`src/verilog/mifc_pkg.sv`:
```
// constants, field positions and carrier types for the interrupt flag control block
// assumes an apb master with 8-bit byte addresses and a core that owns pc and stack
package mifc_pkg;

  // ==========================================================
  // register byte addresses
  localparam logic [7:0] ADDR_FIRST = 8'h00;
  localparam logic [7:0] ADDR_SECOND = 8'h04;
  localparam logic [7:0] ADDR_THIRD = 8'h08;
  localparam logic [7:0] ADDR_STATUS = 8'h0C;

  // ==========================================================
  // field positions
  localparam int BIT_GLOBAL_EN = 0;
  localparam int BIT_CMP_P_FLAG = 7;
  localparam int BIT_TICK1_FLAG = 6;
  localparam int BIT_TICK0_FLAG = 5;
  localparam int BIT_NVM_FLAG = 4;
  localparam int BIT_CMP_P_EN = 3;
  localparam int BIT_TICK1_EN = 2;
  localparam int BIT_TICK0_EN = 1;
  localparam int BIT_NVM_EN = 0;
  localparam int BIT_CMP_A_FLAG = 4;
  localparam int BIT_CMP_A_EN = 0;

  // ==========================================================
  // sources, index order is priority order (lowest index wins)
  localparam int NUM_SRC = 5;
  localparam int SRC_CMP_P = 0;
  localparam int SRC_CMP_A = 1;
  localparam int SRC_NVM = 2;
  localparam int SRC_TICK0 = 3;
  localparam int SRC_TICK1 = 4;

  localparam int PC_W = 12;
  localparam logic [PC_W-1:0] VEC_CMP_P = 12'h010;
  localparam logic [PC_W-1:0] VEC_CMP_A = 12'h014;
  localparam logic [PC_W-1:0] VEC_NVM = 12'h018;
  localparam logic [PC_W-1:0] VEC_TICK0 = 12'h01C;
  localparam logic [PC_W-1:0] VEC_TICK1 = 12'h020;

  localparam logic [7:0] REG_RESET = 8'h00;

  // ==========================================================
  // carriers
  typedef struct packed {
    logic psel;
    logic penable;
    logic pwrite;
    logic [7:0] paddr;
    logic [31:0] pwdata;
  } mifc_apb_req_type;

  typedef struct packed {
    logic pready;
    logic pslverr;
    logic [31:0] prdata;
  } mifc_apb_rsp_type;

  typedef struct packed {
    logic push;
    logic pop;
    logic [PC_W-1:0] push_addr;
    logic [PC_W-1:0] vector;
  } mifc_core_type;

  typedef struct packed {
    mifc_apb_rsp_type apb;
    mifc_core_type core;
    logic [NUM_SRC-1:0] flag;
    logic [NUM_SRC-1:0] en;
    logic global_en;
    logic [2:0] last_src;
    logic wake;
  } mifc_state_type;

  function automatic logic [2:0] mifc_pick(input logic [NUM_SRC-1:0] p);
    logic [2:0] r;
    r = 3'h0;
    for (int i = NUM_SRC - 1; i >= 0; i--) begin
      if (p[i]) begin
        r = 3'(i);
      end
    end
    return r;
  endfunction

  function automatic logic [PC_W-1:0] mifc_vec(input logic [2:0] idx);
    case (idx)
      3'(SRC_CMP_P): return VEC_CMP_P;
      3'(SRC_CMP_A): return VEC_CMP_A;
      3'(SRC_NVM): return VEC_NVM;
      3'(SRC_TICK0): return VEC_TICK0;
      default: return VEC_TICK1;
    endcase
  endfunction

endpackage

```
`src/verilog/mifc_top.sv`:
```
// interrupt request flags, enables, priority vectoring and wake for a small mcu
// assumes same-clock peripheral event pulses and a core that pushes/pops on strobes
//
// Behaviour
// - comparator p flag at bit 7, enable at bit 3 of second register, reset 0.
// - tick 1 flag at bit 6 of second register, 1 means pending.
// - tick 0 flag at bit 5 of second register, 1 means pending.
// - nvm write flag at bit 4, enable at bit 0 of second register.
// - tick 1 enable at bit 2 of second register.
// - tick 0 enable at bit 1 of second register.
// - comparator a flag at bit 4 of third register, reset 0.
// - comparator a enable at bit 0 of third register.
// - third register bits 7..5 and 3..1 read zero.
// - source event sets its flag whatever the enable.
// - flag vectors only when its own enable is set.
// - global enable low blocks every vector jump.
// - on entry push next pc and load the source vector.
// - every source has a distinct vector address.
// - return from interrupt pops the saved pc.
// - entry clears global enable; later requests still latch flags.
// - full stack blocks every acknowledge until it drains.
// - any set flag wakes the device from sleep or idle.
// - global enable at bit 0 of first register, reset 0.
// - servicing clears the source flag together with global enable.
module mifc_top
  import mifc_pkg::*;
(
  input wire logic pclk,
  input wire logic presetn,
  input wire mifc_apb_req_type apb_req,
  output mifc_apb_rsp_type apb_rsp,
  input wire logic [NUM_SRC-1:0] src_event,
  input wire logic stack_full,
  input wire logic [PC_W-1:0] next_pc,
  input wire logic return_from_irq,
  output mifc_core_type core,
  output logic wake
);

  // ==========================================================
  // state
  mifc_state_type s;
  mifc_state_type next_s;
  logic acc;
  logic done;
  logic [NUM_SRC-1:0] pend;
  logic [2:0] idx;

  assign apb_rsp = s.apb;
  assign core = s.core;
  assign wake = s.wake;

  // ==========================================================
  // next state
  always_comb begin
    next_s = s;
    next_s.apb.pready = 1'b0;
    next_s.apb.pslverr = 1'b0;
    next_s.core.push = 1'b0;
    next_s.core.pop = return_from_irq;
    acc = apb_req.psel & apb_req.penable;
    done = acc & s.apb.pready;
    pend = s.flag & s.en;
    idx = mifc_pick(pend);
    // one wait state keeps prdata straight from a flop
    if (acc && !s.apb.pready) begin
      next_s.apb.pready = 1'b1;
      next_s.apb.prdata = 32'h0000_0000;
      case (apb_req.paddr)
        ADDR_FIRST: next_s.apb.prdata[BIT_GLOBAL_EN] = s.global_en;
        ADDR_SECOND: begin
          next_s.apb.prdata[BIT_CMP_P_FLAG] = s.flag[SRC_CMP_P];
          next_s.apb.prdata[BIT_TICK1_FLAG] = s.flag[SRC_TICK1];
          next_s.apb.prdata[BIT_TICK0_FLAG] = s.flag[SRC_TICK0];
          next_s.apb.prdata[BIT_NVM_FLAG] = s.flag[SRC_NVM];
          next_s.apb.prdata[BIT_CMP_P_EN] = s.en[SRC_CMP_P];
          next_s.apb.prdata[BIT_TICK1_EN] = s.en[SRC_TICK1];
          next_s.apb.prdata[BIT_TICK0_EN] = s.en[SRC_TICK0];
          next_s.apb.prdata[BIT_NVM_EN] = s.en[SRC_NVM];
        end
        ADDR_THIRD: begin
          next_s.apb.prdata[BIT_CMP_A_FLAG] = s.flag[SRC_CMP_A];
          next_s.apb.prdata[BIT_CMP_A_EN] = s.en[SRC_CMP_A];
        end
        ADDR_STATUS: next_s.apb.prdata[7:0] = {s.wake, s.last_src, 3'h0, s.global_en};
        default: next_s.apb.pslverr = 1'b1;
      endcase
    end
    // writes land at the completing edge only
    if (done && apb_req.pwrite) begin
      case (apb_req.paddr)
        ADDR_FIRST: next_s.global_en = apb_req.pwdata[BIT_GLOBAL_EN];
        ADDR_SECOND: begin
          next_s.flag[SRC_CMP_P] = apb_req.pwdata[BIT_CMP_P_FLAG];
          next_s.flag[SRC_TICK1] = apb_req.pwdata[BIT_TICK1_FLAG];
          next_s.flag[SRC_TICK0] = apb_req.pwdata[BIT_TICK0_FLAG];
          next_s.flag[SRC_NVM] = apb_req.pwdata[BIT_NVM_FLAG];
          next_s.en[SRC_CMP_P] = apb_req.pwdata[BIT_CMP_P_EN];
          next_s.en[SRC_TICK1] = apb_req.pwdata[BIT_TICK1_EN];
          next_s.en[SRC_TICK0] = apb_req.pwdata[BIT_TICK0_EN];
          next_s.en[SRC_NVM] = apb_req.pwdata[BIT_NVM_EN];
        end
        ADDR_THIRD: begin
          next_s.flag[SRC_CMP_A] = apb_req.pwdata[BIT_CMP_A_FLAG];
          next_s.en[SRC_CMP_A] = apb_req.pwdata[BIT_CMP_A_EN];
        end
        default: next_s.global_en = next_s.global_en;
      endcase
    end
    // service entry beats a same-cycle software write of global enable
    if (s.global_en && (pend != '0) && !stack_full) begin
      next_s.core.push = 1'b1;
      next_s.core.push_addr = next_pc;
      next_s.core.vector = mifc_vec(idx);
      next_s.flag[idx] = 1'b0;
      next_s.global_en = 1'b0;
      next_s.last_src = idx;
    end
    // events win over any clear in the same cycle
    next_s.flag = next_s.flag | src_event;
    next_s.wake = |next_s.flag;
  end

  always_ff @(posedge pclk or negedge presetn) begin
    if (!presetn) begin
      s <= '0;
    end else begin
      s <= next_s;
    end
  end
endmodule

```
`config.mk`:
```
export PLATFORM = sky130hd
export DESIGN_NAME = mifc_top
export DESIGN_NICKNAME = d
export VERILOG_FILES = /design/src/verilog/mifc_pkg.sv /design/src/verilog/mifc_top.sv
export SDC_FILE = /design/constraint.sdc
export NUM_CORES = 1
export LEC_CHECK = 0
export BUFFER_PORTS_ARGS = -buffer_cell sky130_fd_sc_hd__buf_2
export CAP_MARGIN = 10
export CORE_MARGIN = 2
export CORE_UTILIZATION = 38
export CTS_CLUSTER_SIZE = 20
export DETAILED_ROUTE_END_ITERATION = 16
export PLACE_DENSITY = 0.7
export REMOVE_ABC_BUFFERS = 1
export SETUP_SLACK_MARGIN = 0.02
export SYNTH_ARGS = -nofsm -noshare
export SYNTH_HDL_FRONTEND = slang
export SYNTH_SLANG_ARGS = --single-unit
```
`constraint.sdc`:
```
create_clock -name pclk -period 2 [get_ports pclk]
set_input_delay 0.4 -clock pclk [delete_from_list [all_inputs] [get_ports pclk]]
set_output_delay 0.4 -clock pclk [all_outputs]
set_load 0.02 [all_outputs]
```
==> metrics, run 1 <==
die height just over 80 um; routed vias/inst 4.47; post-layout minimum cycle time 1.86 ns; WL/cell 12.3 um; Starting DRT DRC Count 63; total CTS buffers 5; overall die width between 80 and 90 um; cell row count 28; CP cell instances and4_4 > nand4_4 > mux2_4 > a21o_1 > or4_1; power density cells 609 nW/um^2; Clock Latency Late Sink 0.29 ns; Clk pin slew, worst setup/hold paths 0.08 ns; Leak 1.43 nW; fin. max-slew vios 0; core box area 5920 um^2; pin count of the biggest net entering global routing 23; final setup fails 0; Die ar. 6760 um^2; initial antenna violation count 0; first-pass GRT wire length 6.89 mm; VDD IR max 0.436 mV; grt total ovfl 0; startpoint type of the worst setup path flop; unique cell type count in the Yosys netlist 39; port buffer count between 60 and 70; f_max about 0.54 GHz; CP peak stage delay around 0.48 ns; post-detailed-routing wire length 4.29 mm; Worst Setup SP apb_rsp[33]$_DFF_PN0_; CP Class flop to flop; CP Max Fanout 3; drt drc 0; CP endpoint kind flop; number of I/O pins 125; ANT nets after route 0; dominant synthesized flop cell dfrtp_1; Final Util between 40 and 50%; H-tree levels 2; Syn Inst Count approximately 220; fin nets 338; P&R area growth vs syn 11.8%; # diodes 0; Seq/Total Area, Yosys 46.3%; placed cell count around 340; Arr. time, crit path a little over 2 ns; Final Hold Fails 0; HP Class input pin to async pin; YS warnings 0; syn_area_per_cell approximately 11 um^2; Final Wtd Congestion 0.910; drt first pass iters 4; unrepaired setup endpoints after global routing false; via count of the first global-routing pass approximately 1500; Clock Tree Buf Depth 2; CTS root buffer clkbuf_8; Netlist Area Pre-Place about 2300 um^2; share of layout cells above drive strength 1 42.7%; EDFF count, synth 0; DP Wirelength 3.41 mm; global-route usage over all layers 13.7%; Reg2Reg Launch Point apb_rsp[33]$_DFF_PN0_; clk sink count 43; CP required 2.15 ns; status complete, no violations; cts hold-fix bufs 0; period utilisation layout 93.2%; FFs w/ async S/R, synth 100%; CTS tree yes; Synth Register Bits 43; Finished Layout Cells 349; MaxCap Viol Count 0; initial core utilization 39.3%; clk_skew 0.00606 ns; Critical Path Slowest Stage Cell or4_1; vias 1561
==> repair_timing <==
action	CTS	global route
resized for setup	0	1
setup buffers	0	0
endpoints found under the hold margin	0	0
setup endpoints to repair	0	1
==> final timing paths <==
check                                    endpoint  slack (ns)  cells past startpoint
hold reg to reg            apb_rsp[2]$_DFFE_PN0P_        0.46                      2
hold / removal             apb_rsp[3]$_DFFE_PN0P_        0.06                      1
setup / recovery                   wake$_DFF_PN0_        0.14                      5
min in group pclk              core[24]$_DFF_PN0_        0.21                      1
max in group asynchronous     core[3]$_DFFE_PN0N_        1.40                      2
setup reg to reg                   wake$_DFF_PN0_        0.14                      5
==> synth_stat cells (2+ instances only) <==
master	instances	area share, %
buf_4	60	19
dfrtp_1	43	46
mux2_2	18	8.7
nand2_1	18	2.9
o21ai_0	10	2.2
inv_1	9	1.5
nor2_1	7	1.1
nand3_1	6	1.3
a22oi_1	5	1.6
clkbuf_1	4	0.65
mux2i_1	4	1.7
a21oi_1	3	0.65
o22ai_1	3	0.81
mux2_1	2	0.97
o21bai_1	2	0.65
o31ai_1	2	0.65
==> critical path, delay by kind of cell, from the launching register on <==
family           cells  cell delay (ns)
AND/OR/NAND/NOR      3             0.86
flip-flops           1             0.36
multiplexers         1             0.32
AO/OA/AOI/OAI        1             0.19
==> kinds of logic after synthesis <==
logic type,share of synthesized area (%)
flip-flops,46.3
AND/OR/NAND/NOR,11.7
multiplexers,12.1
buffers and inverters,22.0
AO/OA/AOI/OAI,7.80
other,0.161
==> metrics by stage <==
stage / hold slack (ns) / total power, mW / setup TNS (ns) / setup slack, ns / instance area [um^2]
after CTS: 0.0693 / 1.61 / 0 / 0.108 / 2600
after global placement: 0.381 / 1.05 / -0.165 / -0.165 / 2510
after floorplan: 0.104 / 0.971 / -1.76 / -0.149 / 1960
after global routing: 0.0810 / 1.66 / 0 / 0.0267 / 2600
after detailed placement: 0.390 / 1.05 / -0.172 / -0.172 / 2510
final: 0.0582 / 1.58 / 0 / 0.136 / 2600
==> cell type report <==
cell class	count	area, um^2
Inverter	9	33.8
Clock buffer	6	82.6
Clock inverter	1	5.00
Multi-Input combinational cell	133	862
Sequential cell	43	1080
Fill cell	580	3320
Timing Repair Buffer	82	445
Tap cell	75	93.8
==> cells in the final DEF (no fill, tap or decap), types with 2 or more instances in the layout <==
cell type   n
buf_2      68
dfrtp_1    43
conb_1     32
nand2_1    18
mux2_2     18
buf_4      14
o21ai_0    10
inv_1       9
nor2_1      7
nand3_1     6
clkbuf_8    6
a22oi_1     5
mux2i_1     4
a21oi_1     3
o22ai_1     3
o21bai_1    2
o31ai_1     2
mux2_1      2
==> registers in the layout, indices dropped and copies added (netlist names) <==
| signal | count |
|---|---|
| apb_rsp | 10 |
| core | 18 |
| wake | 1 |
| s | 14 |
==> where the power goes <==
group          switching (mW)  internal (mW)  leakage, nW
clock                   0.279          0.271       0.0470
combinational           0.109         0.0477        0.850
sequential            0.00202          0.873        0.534
==> per-layer routing <==
layer,vias up,wire (um),part of all wire (%),GRT usage [%]
met1,714,1770,41,16.6
met5,-,0,0,0
met2,88,2010,47,22.9
met4,0,55,1.3,4.67
met3,8,456,11,4.57
li1,751,-,-,-
(Power assumes the default switching activity.)
==> inputs of run 2 (changes only) <==
- PLACE_DENSITY: 0.7 -> 0.72
- clock period: 2 -> 1.5 ns (I/O delays scaled with it)
==> run 2 against run 1 <==
The flow now finishes with violations (negative setup slack). Worst setup slack lost 0.43 ns. First-iteration DRC count rose by 40%. Flip-flop and latch count is the same. Sequential share of layout area down 5.2 points. Total power grew 48%. Sequential power is 34% higher. Hold slack gained 0.051 ns. Non-clock buffer count up 28. Clock skew fell by 0.0031 ns. Critical path type unchanged. Critical endpoint unchanged. Largest power group unchanged.
==> metrics, run 2 (synthesis results as in run 1) <==
die height 82.2 um (unchanged); Clock Tree Buf Depth 2 (unchanged); cell row count 28 (unchanged); VDD IR max 0.621 mV (was 0.436 mV); share of layout cells above drive strength 1 51.5% (was 42.7%); unrepaired setup endpoints after global routing true (was false); overall die width 82.2 um (unchanged); power density cells 788 nW/um^2 (was 609 nW/um^2); ANT nets after route 0 (unchanged); worst hold path depth 1; Global Route met2 Usage 27.0% (was 22.9%); failing checks negative setup slack; drt drc 0 (unchanged); MaxCap Viol Count 0 (unchanged); initial core utilization 39.3% (unchanged); Die ar. 6760 um^2 (unchanged); Leak 1.60 nW (was 1.43 nW); via count of the first global-routing pass 1647 (was 1512); RR Endpoint wake$_DFF_PN0_ (unchanged); fin. max-slew vios 0 (unchanged); final setup fails 7 (was 0); clk sink count 43 (unchanged); Arr. time, crit path 1.97 ns (was 2.02 ns); period utilisation layout 120% (was 93.2%); post-detailed-routing wire length 5.00 mm (was 4.29 mm); Worst Hold Launch return_from_irq; overall power 2.34 mW (was 1.58 mW); CP endpoint kind flop (unchanged); DP Wirelength 3.62 mm (was 3.41 mm); total CTS buffers 5 (unchanged); fin nets 366 (was 338); GRT busiest layer met2 (unchanged); Final Hold Fails 0 (unchanged); max reg flops 18 (unchanged); f_max 0.556 GHz (was 0.537 GHz); CTS tree yes (unchanged); final worst setup slack -0.297 ns (was 0.136 ns); routed vias/inst 4.46 (was 4.47); port buffer count 68 (unchanged); CP required 1.67 ns (was 2.15 ns); number of I/O pins 125 (unchanged); status finished, violations left (was complete, no violations); Worst R2R Path Depth 5 (unchanged); Clock Latency Late Sink 0.30 ns (was 0.29 ns); post-layout minimum cycle time 1.80 ns (was 1.86 ns); Reg2Reg Setup Slack -0.30 ns (was 0.14 ns); H-tree levels 2 (unchanged); Final Wtd Congestion 0.857 (was 0.910); vias 1685 (was 1561); final hold slack 0.109 ns (was 0.0582 ns); CP Class flop to flop (unchanged); most common cell after layout, fill and taps aside buf_2 (unchanged); drt first pass iters 4 (unchanged); WL/cell 13.2 um (was 12.3 um); P&R area growth vs syn 27.7% (was 11.8%); global-route usage over all layers 15.8% (was 13.7%); grt total ovfl 0 (unchanged); HP Class input pin to flop (was input pin to async pin); first-pass GRT wire length 7.80 mm (was 6.89 mm); Clk pin slew, worst setup/hold paths 0.08 ns (about the same); WHS Endpoint core[24]$_DFF_PN0_; met1 usage 18.0% (was 16.6%); Reg2Reg Launch Point apb_rsp[33]$_DFF_PN0_ (unchanged); core box area 5920 um^2 (unchanged); startpoint type of the worst setup path flop (unchanged); most frequent cells in the layout buf_2 (68), dfrtp_1 (43), buf_4 (34) (was buf_2 (68), dfrtp_1 (43), conb_1 (32)); CP Max Fanout 2 (was 3); CTS root buffer clkbuf_8 (unchanged); Starting DRT DRC Count 88 (was 63); # diodes 0 (unchanged); GR Util met3 5.33% (was 4.57%); initial antenna violation count 0 (unchanged); pin count of the biggest net entering global routing 44 (was 23); clk_skew 0.00298 ns (was 0.00606 ns)
==> run 2: changes by cell type in the layout (fill, tap and decap cells not counted), moves of 2 or more <==
cell	change
buf_4	+20
buf_6	+6
mux2_1	-2
mux2_2	-11
mux2_4	+13
o21ai_0	-5
o21ai_1	+3
o21ai_2	+2
o22ai_1	-2
o22ai_2	+2
==> run 2: layout make-up <==
class,instances,area [um^2]
clock inverter,2,35.0
tap,75,93.8
inverter,9,33.8
fill,540,2950
sequential,43,1080
clock buffer,6,82.6
timing repair buffer,110,693
multi-input combinational,133,955
==> run 2: where the power goes <==
part | leakage, nW | internal (mW) | switching [mW] | total (mW)
combinational | 1.01 | 0.0776 | 0.154 | 0.232
clock | 0.0612 | 0.539 | 0.402 | 0.941
sequential | 0.534 | 1.16 | 0.00239 | 1.17
total | 1.60 | 1.78 | 0.559 | 2.34
==> run 2: worst max path at each step <==
| stage | startpoint | cells past startpoint | to | slack, ns |
|---|---|---|---|---|
| CTS | apb_rsp[33]$_DFF_PN0_ | 6 | wake$_DFF_PN0_ | -0.26 |
| detailed placement | apb_req[33] | 6 | wake$_DFF_PN0_ | -0.52 |
| global placement | apb_req[33] | 6 | wake$_DFF_PN0_ | -0.49 |
| floorplan | s[12]$_DFF_PN0_ | 3 | core[12]$_DFFE_PN0N_ | -0.65 |
| finish | apb_rsp[33]$_DFF_PN0_ | 5 | wake$_DFF_PN0_ | -0.30 |
| global route | apb_rsp[33]$_DFF_PN0_ | 5 | wake$_DFF_PN0_ | -0.35 |
==> run 2: per-stage QoR <==
step	setup WS [ns]	cells	util (%)	instance area (um^2)	TNS [ns]
6_report	-0.297	378	50.1	2970	-0.327
5_1_grt	-0.352	378	50.1	2970	-0.924
4_1_cts	-0.263	373	48.3	2860	-0.263
3_5_place_dp	-0.516	357	44.5	2640	-1.96
3_3_place_gp	-0.488	357	44.5	2640	-1.52
2_1_floorplan	-0.649	185	-	1960	-11.91
==> run 2: metal layers <==
| layer | routed length, um | share of wire (%) |
|---|---|---|
| met3 | 424 | 8.5 |
| met1 | 2020 | 40 |
| met5 | 0 | 0 |
| met4 | 103 | 2.1 |
| met2 | 2450 | 49 |
==> run 2: critical path, cell delays in order, from the launching register on <==
cell	delay [ns]
dfrtp_1	0.35
and4_4	0.26
nand4_4	0.12
mux2_4	0.33
a21o_1	0.17
or4_1	0.45
==> run 2: what timing repair did <==
action                                  4_1_cts  5_1_grt
cloned                                        1        0
endpoints found under the setup margin       18       21
endpoints found under the hold margin        43        0
hold buffers                                  1        0
pin swaps                                     6        6
resized for setup                            12       24
setup buffers                                 7        6
==> inputs of run 3 (changes only) <==
- SETUP_SLACK_MARGIN: 0.02 -> 0.05
==> run 3 against run 2 <==
Global-route usage is essentially flat. Combinational power is essentially flat. Die area is the same. Non-clock buffer count is the same. Utilization grew 0.23 points. Sequential power is essentially flat. First-iteration DRC count shrank 22%. Largest cell class unchanged. Final cell count is the same. Critical endpoint unchanged. Clock skew is essentially flat. The flow still finishes with violations (negative setup slack). Critical path depth is the same.
==> metrics, run 3 (synthesis results as in run 1) <==
HP Class input pin to flop (unchanged); Starting DRT DRC Count 69 (was 88); Final Hold Fails 0 (unchanged); clk sink count 43 (unchanged); drt drc 0 (unchanged); die height 82.2 um (unchanged); period utilisation layout 120% (about the same); status finished, violations left (unchanged); routed vias/inst 4.50 (was 4.46); final worst setup slack -0.298 ns (was -0.297 ns); clk_skew 0.00307 ns (was 0.00298 ns); grt total ovfl 0 (unchanged); share of layout cells above drive strength 1 51.8% (was 51.5%); drt first pass iters 4 (unchanged); Reg2Reg Setup Slack -0.30 ns (about the same); DP Wirelength 3.62 mm (unchanged); MaxCap Viol Count 0 (unchanged); initial core utilization 39.3% (unchanged); pin count of the biggest net entering global routing 44 (unchanged); cell row count 28 (unchanged); CP cell instances and4_4 > nand4_4 > mux2_4 > a21o_1 > or4_1 (unchanged); placed cell count 357 (unchanged); overall die width 82.2 um (unchanged); Buf/Inv on CP 0 (unchanged); # diodes 0 (unchanged); Clock Latency Late Sink 0.30 ns (about the same); max reg flops 18 (unchanged); final setup fails 9 (was 7); fin nets 366 (unchanged); port buffer count 68 (unchanged); global-route usage over all layers 15.8% (about the same); H-tree levels 2 (unchanged); CP Max Fanout 2 (unchanged); VDD IR max 0.620 mV (was 0.621 mV); first-pass GRT wire length 7.82 mm (was 7.80 mm); failing checks negative setup slack (unchanged); CTS tree yes (unchanged); Clock Tree Buf Depth 2 (unchanged); total CTS buffers 5 (unchanged); number of I/O pins 125 (unchanged); power density cells 784 nW/um^2 (was 788 nW/um^2); via count of the first global-routing pass 1642 (was 1647); Final Wtd Congestion 0.857 (unchanged); startpoint type of the worst setup path flop (unchanged); CP peak stage delay 0.45 ns (about the same); WL/cell 13.2 um (about the same); CP Class flop to flop (unchanged); most frequent cells in the layout buf_2 (68), dfrtp_1 (43), conb_1 (32) (was buf_2 (68), dfrtp_1 (43), buf_4 (34)); Filler Cell Count 534 (was 540); unrepaired setup endpoints after global routing true (unchanged); post-detailed-routing wire length 5.00 mm (about the same); Die ar. 6760 um^2 (unchanged); critical path's top delay family simple AND/OR/NAND/NOR gates (unchanged); CP endpoint kind flop (unchanged); initial antenna violation count 0 (unchanged); Leak 1.60 nW (about the same); Arr. time, crit path 1.97 ns (about the same); Critical Path Slowest Stage Cell or4_1 (unchanged); ANT nets after route 0 (unchanged); most common cell after layout, fill and taps aside buf_2 (unchanged); CTS root buffer clkbuf_8 (unchanged); vias 1701 (was 1685); DP Worst Slack -0.516 ns (unchanged); Finished Layout Cells 378 (unchanged); CP required 1.67 ns (about the same); f_max 0.556 GHz (about the same); Clk pin slew, worst setup/hold paths 0.08 ns (about the same); post-layout minimum cycle time 1.80 ns (about the same); core box area 5920 um^2 (unchanged); fin. max-slew vios 0 (unchanged); P&R area growth vs syn 28.3% (was 27.7%); overall power 2.34 mW (about the same)
[run 3: final cells by class]
| cell class | instances | area, um^2 | area share (%) |
|---|---|---|---|
| flip-flops and latches | 43 | 1080 | 36.1 |
| multi-input cells | 133 | 957 | 32.1 |
| repair buffers | 110 | 704 | 23.6 |
| well taps | 75 | 93.8 | 3.15 |
| clock buffers | 6 | 82.6 | 2.77 |
| clock inverters | 2 | 35.0 | 1.17 |
| inverters | 9 | 33.8 | 1.13 |
[run 3: worst paths after layout]
path / start / to / cells after the start
setup / recovery: apb_rsp[33]$_DFF_PN0_ / wake$_DFF_PN0_ / 5
hold reg to reg: apb_rsp[1]$_DFFE_PN0P_ / apb_rsp[1]$_DFFE_PN0P_ / 2
max in group asynchronous: presetn / core[5]$_DFFE_PN0N_ / 3
min in group asynchronous: presetn / s[8]$_DFFE_PN0P_ / 3
setup reg to reg: apb_rsp[33]$_DFF_PN0_ / wake$_DFF_PN0_ / 5
hold / removal: return_from_irq / core[24]$_DFF_PN0_ / 1
[run 3: power by group]
part | internal, mW | total (mW) | switching, mW | leakage, nW
Combinational | 0.0786 | 0.233 | 0.155 | 1.01
Clock | 0.539 | 0.939 | 0.400 | 0.0612
Sequential | 1.16 | 1.17 | 0.00242 | 0.534
Total | 1.78 | 2.34 | 0.558 | 1.60
[run 3: layer usage]
layer | up-vias | part of all wire, % | GRT usage [%]
met5 | - | 0 | 0
met4 | 0 | 2.1 | 6.33
met3 | 8 | 8.7 | 5.43
met2 | 85 | 48 | 26.9
met1 | 795 | 41 | 18.1
li1 | 813 | - | -
[run 3: metrics by stage]
stage / TNS [ns] / util [%] / area, um^2 / hold slack, ns
after floorplan: -11.91 / - / 1960 / 0.00441
after global placement: -1.52 / 44.5 / 2640 / 0.292
after detailed placement: -1.96 / 44.5 / 2640 / 0.296
after CTS: -0.263 / 49.0 / 2900 / 0.101
after global routing: -1.02 / 50.4 / 2980 / 0.0882
final: -0.348 / 50.4 / 2980 / 0.109
[run 3: timing repair]
action / 4_1_cts / 5_1_grt
resized for setup: 21 / 19
hold buffers: 1 / 0
gates cloned: 1 / 0
hold endpoints to repair: 43 / 0
setup buffers: 8 / 5
pin swaps: 6 / 7
endpoints found under the setup margin: 18 / 23
